## config.mk

```make
export PLATFORM = sky130hd
export DESIGN_NAME = lpf_ctrl
export DESIGN_NICKNAME = d
export VERILOG_FILES = /design/src/lpf_pkg.sv /design/src/lpf_frz_if.sv /design/src/lpf_glitch_filt.sv /design/src/lpf_freeze_seq.sv /design/src/lpf_ctrl.sv
export VERILOG_INCLUDE_DIRS = /design/src /design/src/src
export SDC_FILE = /design/constraint.sdc
export NUM_CORES = 1
export LEC_CHECK = 0
export ABC_AREA = 1
export BUFFER_PORTS_ARGS = -buffer_cell sky130_fd_sc_hd__buf_2
export CELL_PAD_IN_SITES_DETAIL_PLACEMENT = 1
export CELL_PAD_IN_SITES_GLOBAL_PLACEMENT = 1
export CORE_MARGIN = 2
export CORE_UTILIZATION = 38
export CTS_BUF_LIST = sky130_fd_sc_hd__clkbuf_8
export DETAILED_ROUTE_END_ITERATION = 10
export GPL_ROUTABILITY_DRIVEN = 0
export PLACE_DENSITY_LB_ADDON = 0.1
export SYNTH_ARGS = -nofsm -noshare
export SYNTH_HDL_FRONTEND = slang
export SYNTH_SLANG_ARGS = --single-unit
export TNS_END_PERCENT = 50
```

## constraint.sdc

```tcl
create_clock -name i_clk -period 1.5 [get_ports i_clk]
set_input_delay 0.15 -clock i_clk [delete_from_list [all_inputs] [get_ports i_clk]]
set_output_delay 0.15 -clock i_clk [all_outputs]
set_load 0.1 [all_outputs]
```

## src/lpf_map.svh

```systemverilog
`ifndef LPF_MAP_SVH
`define LPF_MAP_SVH

// ****************************************************************
// register offsets
// ****************************************************************
`define LPF_OFF_CTRL     12'h000
`define LPF_OFF_STAT     12'h004
`define LPF_OFF_CNT      12'h008

// ****************************************************************
// field positions and reset values
// ****************************************************************
`define LPF_CTRL_W       5
`define LPF_CTRL_FF_EN   0
`define LPF_CTRL_TYPE2   1
`define LPF_CTRL_GPIO_O  2
`define LPF_CTRL_GPIO_OE 3
`define LPF_CTRL_HOLD    4
`define LPF_CTRL_RST     5'h01
`define LPF_STAT_W       7
`define LPF_CNT_W        16

// ****************************************************************
// timing
// ****************************************************************
`define LPF_CLK_NS       10
`define LPF_ENTRY_NS     1000
`define LPF_ENTRY_CYC    (`LPF_ENTRY_NS / `LPF_CLK_NS)
`define LPF_ENTRY_W      8
`define LPF_FILT_NS      40
`define LPF_FILT_CYC     ((`LPF_FILT_NS + `LPF_CLK_NS - 1) / `LPF_CLK_NS)
`define LPF_FILT_W       4

`endif

```

## src/lpf_pkg.sv

```systemverilog
package lpf_pkg;

  typedef enum logic [1:0] {st_run, st_enter, st_frozen} lpf_state_t;
  typedef logic [11:0] lpf_addr_t;
  typedef logic [31:0] lpf_word_t;

endpackage

```

## src/lpf_frz_if.sv

```systemverilog
interface lpf_frz_if;
  logic pin_low_filt;
  logic enter_ok;
  logic frozen;
  logic entering;
  logic entry_pulse;

  modport filt
  (
    output pin_low_filt
  );
  modport seq
  (
    input  pin_low_filt,
    input  enter_ok,
    output frozen,
    output entering,
    output entry_pulse
  );
  modport top
  (
    input  pin_low_filt,
    input  frozen,
    input  entering,
    input  entry_pulse,
    output enter_ok
  );
endinterface

```

## src/lpf_glitch_filt.sv

```systemverilog
`include "lpf_map.svh"

module lpf_glitch_filt
(
  input  wire logic i_clk,
  input  wire logic i_nrst,
  input  wire logic i_raw_low,
  lpf_frz_if.filt   f
);
  localparam logic [`LPF_FILT_W-1:0] FILT_LAST = `LPF_FILT_W'(`LPF_FILT_CYC - 1);

  logic                   level_q;
  logic [`LPF_FILT_W-1:0] cnt_q;
  wire                    differs = i_raw_low != level_q;
  wire                    settle  = differs && (cnt_q == FILT_LAST);

  // level flips only after a steady run of differing samples
  always_ff @(posedge i_clk or negedge i_nrst)
  begin
    if (!i_nrst)
    begin
      level_q <= 1'b0;
      cnt_q   <= '0;
    end
    else
    begin
      level_q <= settle ? i_raw_low : level_q;
      cnt_q   <= (differs && !settle) ? cnt_q + `LPF_FILT_W'(1) : '0;
    end
  end

  assign f.pin_low_filt = level_q;
endmodule

```

## src/lpf_freeze_seq.sv

```systemverilog
`include "lpf_map.svh"

module lpf_freeze_seq
  import lpf_pkg::*;
(
  input  wire logic i_clk,
  input  wire logic i_nrst,
  lpf_frz_if.seq    f
);
  localparam logic [`LPF_ENTRY_W-1:0] ENTRY_LAST = `LPF_ENTRY_W'(`LPF_ENTRY_CYC - 1);

  lpf_state_t              state_q;
  lpf_state_t              state_d;
  logic [`LPF_ENTRY_W-1:0] cnt_q;
  wire                     expire = (state_q == st_enter) && f.enter_ok && (cnt_q == ENTRY_LAST);

  always_comb
  begin
    state_d = state_q;
    case (state_q)
      st_run:    if (f.enter_ok) state_d = st_enter;
      st_enter:  if (!f.enter_ok) state_d = st_run; else if (expire) state_d = st_frozen;
      st_frozen: if (!f.pin_low_filt) state_d = st_run;
      default:   state_d = st_run;
    endcase
  end

  always_ff @(posedge i_clk or negedge i_nrst)
  begin
    if (!i_nrst)
    begin
      state_q <= st_run;
      cnt_q   <= '0;
    end
    else
    begin
      state_q <= state_d;
      cnt_q   <= (state_q == st_enter) ? cnt_q + `LPF_ENTRY_W'(1) : '0;
    end
  end

  assign f.frozen      = state_q == st_frozen;
  assign f.entering    = state_q == st_enter;
  assign f.entry_pulse = expire;
endmodule

```

## src/lpf_ctrl.sv

```systemverilog
// Notes on behaviour
// - type 1: freeze 1 us after request pin goes low; resume when high
// - type 1: request pin level alone decides entry and exit
// - type 2: entry needs pin low and enable high; exit on pin high
// - frozen: registers and memories kept; resume without reload
// - frozen: pll clocks stop automatically; external clocks harmless
// - request pin passes a glitch filter before use
// - request pin level is routed into core logic
// - freeze function off: request pin works as general purpose io
// - static idle keeps memory, io and registers; clocks restart resumes
// - pll power down low stops pll clocks, device enters static idle
// - hold variant keeps io states while frozen
// - low static enable is active high and affects entry only
// - frozen: pads without pull go tristate, pulled pads keep pull
// - frozen: unheld inputs present constant high to core
`include "lpf_map.svh"

module lpf_ctrl
  import lpf_pkg::*;
(
  input  wire logic              i_clk,
  input  wire logic              i_nrst,
  input  wire logic              i_psel,
  input  wire logic              i_penable,
  input  wire logic              i_pwrite,
  input  wire lpf_pkg::lpf_addr_t i_paddr,
  input  wire lpf_pkg::lpf_word_t i_pwdata,
  output      lpf_pkg::lpf_word_t o_prdata,
  output      logic              o_pready,
  output      logic              o_pslverr,
  input  wire logic              i_freeze_request_pin_n,
  output      logic              o_freeze_request_pin_o,
  output      logic              o_freeze_request_pin_oe,
  input  wire logic              i_low_static_enable,
  input  wire logic              i_pll_power_down_n,
  output      logic              o_freeze_req_core,
  output      logic              o_frozen,
  output      logic              o_core_clk_en,
  output      logic              o_pll_clk_en,
  output      logic              o_static_idle,
  output      logic              o_io_tristate,
  output      logic              o_io_hold,
  output      logic              o_core_in_high
);
  // ****************************************************************
  // submodules
  // ****************************************************************
  lpf_frz_if f ();

  logic [`LPF_CTRL_W-1:0] ctrl_q;
  wire                    ff_en   = ctrl_q[`LPF_CTRL_FF_EN];
  wire                    type2   = ctrl_q[`LPF_CTRL_TYPE2];
  wire                    hold_en = ctrl_q[`LPF_CTRL_HOLD];

  // pin feeds the filter only when the freeze function owns it
  wire raw_low = ff_en & ~i_freeze_request_pin_n;

  lpf_glitch_filt u_filt
  (
    .i_clk     (i_clk),
    .i_nrst    (i_nrst),
    .i_raw_low (raw_low),
    .f         (f)
  );

  lpf_freeze_seq u_seq
  (
    .i_clk  (i_clk),
    .i_nrst (i_nrst),
    .f      (f)
  );

  // enable matters only for type 2 entry; exit ignores it
  assign f.enter_ok = f.pin_low_filt & (~type2 | i_low_static_enable);

  // ****************************************************************
  // apb slave
  // ****************************************************************
  logic                   pready_q;
  lpf_word_t              prdata_q;
  logic                   pslverr_q;
  logic [`LPF_CNT_W-1:0]  frz_cnt_q;
  logic [`LPF_STAT_W-1:0] stat_w;

  wire       access   = i_psel & i_penable;
  wire       answer   = access & ~pready_q;
  wire       done     = access & pready_q;
  wire       hit_ctrl = i_paddr == `LPF_OFF_CTRL;
  wire       hit_stat = i_paddr == `LPF_OFF_STAT;
  wire       hit_cnt  = i_paddr == `LPF_OFF_CNT;
  wire       addr_ok  = hit_ctrl | hit_stat | hit_cnt;
  wire       wr_ctrl  = done & i_pwrite & hit_ctrl;
  lpf_word_t rd_word;

  assign stat_w = {i_low_static_enable, f.entering, o_static_idle, o_pll_clk_en,
                   i_freeze_request_pin_n, f.pin_low_filt, f.frozen};

  assign rd_word = hit_ctrl ? {{(32 - `LPF_CTRL_W){1'b0}}, ctrl_q}
                 : hit_stat ? {{(32 - `LPF_STAT_W){1'b0}}, stat_w}
                 : hit_cnt  ? {{(32 - `LPF_CNT_W){1'b0}}, frz_cnt_q}
                 : 32'h0000_0000;

  // one wait state, then answer
  always_ff @(posedge i_clk or negedge i_nrst)
  begin
    if (!i_nrst)
    begin
      pready_q  <= 1'b0;
      prdata_q  <= 32'h0000_0000;
      pslverr_q <= 1'b0;
    end
    else
    begin
      pready_q  <= answer;
      prdata_q  <= (answer & ~i_pwrite) ? rd_word : 32'h0000_0000;
      pslverr_q <= answer & ~addr_ok;
    end
  end

  // control word is not touched by freezing, so it survives
  always_ff @(posedge i_clk or negedge i_nrst)
  begin
    if (!i_nrst)
      ctrl_q <= `LPF_CTRL_RST;
    else if (wr_ctrl)
      ctrl_q <= i_pwdata[`LPF_CTRL_W-1:0];
  end

  // counts freeze entries, wraps
  always_ff @(posedge i_clk or negedge i_nrst)
  begin
    if (!i_nrst)
      frz_cnt_q <= '0;
    else if (f.entry_pulse)
      frz_cnt_q <= frz_cnt_q + `LPF_CNT_W'(1);
  end

  assign o_pready  = pready_q;
  assign o_prdata  = prdata_q;
  assign o_pslverr = pslverr_q;

  // ****************************************************************
  // clock, pad and core side controls
  // ****************************************************************
  wire pll_on    = i_pll_power_down_n;
  wire pin_oe_d  = ~ff_en & ctrl_q[`LPF_CTRL_GPIO_OE];
  wire tristate  = f.frozen & ~hold_en;

  always_ff @(posedge i_clk or negedge i_nrst)
  begin
    if (!i_nrst)
    begin
      o_frozen      <= 1'b0;
      o_core_clk_en <= 1'b1;
      o_pll_clk_en  <= 1'b0;
      o_static_idle <= 1'b0;
    end
    else
    begin
      o_frozen      <= f.frozen;
      o_core_clk_en <= ~f.frozen;
      o_pll_clk_en  <= pll_on & ~f.frozen;
      o_static_idle <= ~pll_on;
    end
  end

  always_ff @(posedge i_clk or negedge i_nrst)
  begin
    if (!i_nrst)
    begin
      o_io_tristate           <= 1'b0;
      o_io_hold               <= 1'b0;
      o_core_in_high          <= 1'b0;
      o_freeze_req_core       <= 1'b0;
      o_freeze_request_pin_o  <= 1'b0;
      o_freeze_request_pin_oe <= 1'b0;
    end
    else
    begin
      o_io_tristate           <= tristate;
      o_io_hold               <= f.frozen & hold_en;
      o_core_in_high          <= tristate;
      o_freeze_req_core       <= f.pin_low_filt;
      o_freeze_request_pin_o  <= ctrl_q[`LPF_CTRL_GPIO_O];
      o_freeze_request_pin_oe <= pin_oe_d;
    end
  end
endmodule

```

==> reports/metrics.yaml, run 1 <==
setup_path:
  crit_path_end_kind: "flip-flop"
  critPathRequiredTime_ps: 1720
  crit_fanout: 10
  start_kind: "flip-flop"
  worst-path-buf-inv: 2
  cpPeakStageDelay_ps: 380
  slowest_stage: "dfrtp_1"
  crit_type: "reg2reg"
  arrival_ps: 1670
  worstPathCellList: "ha_2 -> nand3b_1 -> nor2_2 -> nand2_2 -> inv_4 -> clkbuf_16 -> o21ai_0"
  crit_family: "flip-flops"
sta:
  post-route-period-util: 0.962
  fmax_ghz: 0.693
  report.final.setup_viol: 0
  fin_tns_setup_ps: 0
  period_needed_ps: 1440
  fin_ws_ps: 56.3
  hold_viol: 0
  clock_skew_ps: 8.83
  slew_viol_final: 0
synth:
  ys_seq_elements: 63
  synth_top_area_share: 0.488
  synth-simple-area-share: 0.305
  syn_area_um2: 3130
  yosysSeqAreaShare: 0.505
  ys_warn_count: 0
  synth_xor_area_frac: 0.0196
  syn_area_per_cell_um2: 8.03
  netlist_instances: 389
  synth_fa_ha_area_frac: 0.0120
  synth_area_leader_cell: "dfrtp_1"
  synth_cell_types: 25
  ys_top_cells_by_area: "dfrtp_1, nand2_1, nor2_1"
  synth_top_family_by_area: "simple AND/OR/NAND/NOR gates"
  synth-compound-area-share: 0.0472
  muxShareOfSynthArea: 0
floorplanning:
  die_h_um: 94.7
  ios: 96
  die_x_um: 94.7
  dieArea_um2: 8970
  initial_core_util: 0.386
  rows: 33
  fp.coreArea_um2: 8090
placement:
  pre_cts_ws_ps: -20.6
  hpwl_mm: 5.47
  io_buffers: 52
global_routing:
  grt_usage: 0.184
  antenna_found_initial: 0
  grt_pass1_wl_mm: 12.7
  grt_max_degree: 64
  grt_overflow_total: 0
  first_global_vias: 2634
layout:
  drive_above_1_share: 0.231
  num_antenna_cells: 0
  fillers: 1039
  final_nets: 517
  area_growth_pct: 21.5
clock_network:
  clk_pin_slew_ps: 70
  clk_path_buf_depth: 2
  cts_inserted_buffers: 9
  cts_max_level: 3
  clock_latency_ps: 340
  cts-root-buf: "clkbuf_8"
  cts_tree: "done"
  clock_sinks: 63
detailed_routing:
  drt-initial-drc-count: 78
  drtPass1Iterations: 4
  vias: 2688
  avgViaCountPerCell: 4.70
  wire_per_inst_um: 13.4
  totalWireLength_mm: 7.64
  drc_errors: 0
  postRouteAntennaNets: 0
pwr:
  p_leak_nw: 2.03
  peakVddDrop_mv: 0.408
  power_density_nw_per_um2: 920
status:
  status: "completed"
flow_run:
  drv_cap: 0
worst_hold_path:
  min-delay-path-class: "in2reg"
## cell usage in the layout (no fill, tap or decap), drive strengths merged, types with 14 or more instances in the layout
cell,instances
buf,67
nand3,39
inv,44
dfrtp,61
o21ai,20
clkbuf,14
nand2,108
nor2,59
conb,16
## where the power goes
group	internal [W]	total (W)	switching [W]
Clock	0.000773	0.00145	0.000674
Combinational	0.0000465	0.000339	0.000292
Sequential	0.00170	0.00171	0.00000309
Total	0.00252	0.00349	0.000969
## cells by family after synthesis
family	after synthesis
other	1
flip-flops	63
XOR/XNOR	7
AO/OA/AOI/OAI	29
adder cells (fa/ha/maj)	3
buffers and inverters	67
AND/OR/NAND/NOR	219
## Yosys cell counts, drive strengths merged
library cell	n
buf	23
conb	1
a211oi	1
xor2	5
ha	3
nand2	108
nand3	39
xnor2	2
a21oi	8
nand3b	4
inv	44
and2	1
dfrtp	61
nor2	59
o21ai	20
nand4	8
dfstp	2
## state kept, by name, indices dropped and copies added (netlist names), 2 cells and up
signal / cells
o_prdata: 16
ctrl_q: 5
u_seq.cnt_q: 8
u_seq.state_q: 2
frz_cnt_q: 16
u_filt.cnt_q: 4
## repair_timing
item,4_1_cts,5_1_grt
cloned,0,1
hold buffers,2,0
setup buffers,0,1
endpoints found under the setup margin,9,15
hold endpoints to repair,62,0
pin swaps,0,3
gates resized for setup,2,12
## worst paths after layout
path / start / end / slack [ps] / cells past startpoint
min reg2reg: ctrl_q[2]$_DFFE_PN0P_ / o_freeze_request_pin_o$_DFF_PN0_ / 410 / 0
min in group asynchronous: i_nrst / u_seq.cnt_q[4]$_DFF_PN0_ / 350 / 3
max: u_seq.cnt_q[0]$_DFF_PN0_ / frz_cnt_q[6]$_DFFE_PN0P_ / 60 / 7
min: i_pwdata[0] / ctrl_q[0]$_DFFE_PN1P_ / 20 / 3
max reg2reg: u_seq.cnt_q[0]$_DFF_PN0_ / frz_cnt_q[6]$_DFFE_PN0P_ / 60 / 7
max in group asynchronous: i_nrst / ctrl_q[0]$_DFFE_PN1P_ / 830 / 3
## metrics by stage
| stage | std cells | total power, W | hold WS, ps | util | area, µm² |
|---|---|---|---|---|---|
| floorplan | 404 | 0.00202 | -146 | - | 3180 |
| global placement | 552 | 0.00208 | 192 | 0.436 | 3530 |
| detailed placement | 552 | 0.00208 | 191 | 0.436 | 3530 |
| CTS | 570 | 0.00355 | 10.8 | 0.463 | 3750 |
| global route | 572 | 0.00364 | 25.2 | 0.469 | 3800 |
| finish | 572 | 0.00349 | 23.6 | 0.469 | 3800 |
## worst register-to-register path, stage by stage (launching register included)
cell       delay [ps]
dfrtp_1           380
ha_2              200
nand3b_1           90
nor2_2            150
nand2_2           140
inv_4             120
clkbuf_16         160
o21ai_0            70
## layout make-up
cell class	count	area, µm²	area share
sequential	63	1580	0.417
multi-input combinational	274	1280	0.336
timing repair buffer	70	443	0.117
clock buffer	13	179	0.0471
inverter	44	168	0.0442
tap	105	131	0.0346
clock inverter	3	15.0	0.00395
## routing by layer
layer,routed length (µm),track usage,vias to the layer above,part of all wire
met2,3760,0.298,40,0.49
met1,3520,0.240,1305,0.46
met3,266,0.0495,8,0.035
met5,0,0,-,0
met4,90,0.0616,0,0.012
li1,-,-,1335,-
No activity file was read; power rests on OpenSTA's default activity.
==> inputs of run 2 (changes only) <==
--- a/config.mk
+++ b/config.mk
@@ -16,6 +16,7 @@
 export DETAILED_ROUTE_END_ITERATION = 10
 export GPL_ROUTABILITY_DRIVEN = 0
 export PLACE_DENSITY_LB_ADDON = 0.1
+export REMOVE_ABC_BUFFERS = 1
 export SYNTH_ARGS = -nofsm -noshare
 export SYNTH_HDL_FRONTEND = slang
 export SYNTH_SLANG_ARGS = --single-unit
==> reports/metrics.yaml, run 2 (synthesis gave the netlist of run 1 again) <==
global_routing:
  grt_pass1_wl_mm: 13.2
  grt_usage: 0.191
  grt_max_degree: 64
  first_global_vias: 2857
  grt_overflow_total: 0
  antenna_found_initial: 0
clock_network:
  clk_pin_slew_ps: 80
  clock_latency_ps: 350
  cts_tree: "done"
  cts-root-buf: "clkbuf_8"
  clk_path_buf_depth: 2
  cts_inserted_buffers: 9
  cts_max_level: 3
  clock_sinks: 63
  postCtsSetupBuffers: 0
layout:
  mostFrequentLayoutCells: "nand2_1, dfrtp_1, nor2_1, buf_2, inv_1"
  seq_area_um2: 1580
  layout_commonest_cell: "nand2_1"
  final_nets: 519
  fillers: 1032
  multiInputGateArea_um2: 1270
  num_antenna_cells: 0
  area_growth_pct: 22.3
  drive_above_1_share: 0.228
detailed_routing:
  totalWireLength_mm: 7.75
  wl_met3_um: 258
  wire_per_inst_um: 13.5
  drc_errors: 0
  avgViaCountPerCell: 4.72
  wl_met2_mm: 3.93
  drt-initial-drc-count: 90
  postRouteAntennaNets: 0
  vias: 2708
  wl_met1_mm: 3.42
  drtPass1Iterations: 4
  highest_layer: "met4"
pwr:
  p_leak_nw: 2.04
  peakVddDrop_mv: 0.369
  power_density_nw_per_um2: 987
floorplanning:
  rows: 33
  die_x_um: 94.7
  ios: 96
  dieArea_um2: 8970
  initial_core_util: 0.386
  fp.coreArea_um2: 8090
  die_h_um: 94.7
setup_path:
  cpPeakStageDelay_ps: 510
  start_kind: "flip-flop"
  crit_family: "flip-flops"
  crit_type: "reg2out"
  critPathRequiredTime_ps: 1350
  slowest_stage: "dfstp_2"
  crit_fanout: 1
  crit_path_end_kind: "output pin"
  arrival_ps: 1270
  worstPathCellList: "buf_2"
  worst-path-buf-inv: 1
sta:
  post-route-period-util: 0.948
  fin_ws_ps: 77.8
  clock_skew_ps: 8.96
  slew_viol_final: 0
  fmax_ghz: 0.703
  hold_viol: 0
  period_needed_ps: 1420
  fin_tns_setup_ps: 0
  report.final.setup_viol: 0
  rsz0062_at_grt: "false"
flow_run:
  drv_cap: 0
placement:
  pre_cts_ws_ps: 17.2
  hpwl_mm: 5.79
  io_buffers: 52
status:
  status: "completed"
worst_hold_path:
  min-delay-path-class: "in2reg"
[run 2: what timing repair did]
action	CTS	global route
setup endpoints to repair	1	12
hold buffers	2	0
hold endpoints to repair	62	0
pin swaps	0	2
gates resized for setup	1	12
[run 2: final timing paths]
kind | startpoint | to | slack [ps] | cells after the start
max in group asynchronous | i_nrst | o_core_clk_en$_DFF_PN1_ | 830 | 3
min in group asynchronous | i_nrst | ctrl_q[2]$_DFFE_PN0P_ | 330 | 3
hold / removal | i_pwdata[0] | ctrl_q[0]$_DFFE_PN1P_ | 10 | 3
setup reg to reg | u_seq.cnt_q[1]$_DFF_PN0_ | frz_cnt_q[2]$_DFFE_PN0P_ | 140 | 7
setup / recovery | o_core_clk_en$_DFF_PN1_ | o_core_clk_en | 80 | 1
hold reg to reg | ctrl_q[2]$_DFFE_PN0P_ | o_freeze_request_pin_o$_DFF_PN0_ | 430 | 0
[run 2: cell type report]
type,count,share of cell area
Clock buffer,10,0.0360
Clock inverter,6,0.0242
Inverter,44,0.0438
Multi-Input combinational cell,274,0.332
Sequential cell,63,0.414
Tap cell,105,0.0344
Timing Repair Buffer,72,0.115
[run 2: through the flow]
| step | instances | cell area (µm²) | hold slack, ps | util | total power, W |
|---|---|---|---|---|---|
| global placement | 556 | 3560 | 195 | 0.439 | 0.00208 |
| CTS | 574 | 3810 | 4.64 | 0.471 | 0.00381 |
| detailed placement | 556 | 3560 | 192 | 0.439 | 0.00208 |
| floorplan | 381 | 3000 | -146 | - | 0.00199 |
| finish | 574 | 3820 | 10.2 | 0.472 | 0.00377 |
| global route | 574 | 3820 | 11.8 | 0.472 | 0.00390 |
[run 2: power by group]
part | total, W | internal (W) | switching (W) | leakage [nW]
Clock | 0.00173 | 0.000989 | 0.000736 | 0.109
Combinational | 0.000342 | 0.0000474 | 0.000294 | 1.11
Sequential | 0.00171 | 0.00170 | 0.00000333 | 0.819
[run 2: per-layer routing]
metal / vias to the layer above / track usage
met5: - / 0
met4: 0 / 0.0640
met3: 15 / 0.0431
met2: 39 / 0.332
met1: 1321 / 0.235
li1: 1333 / -
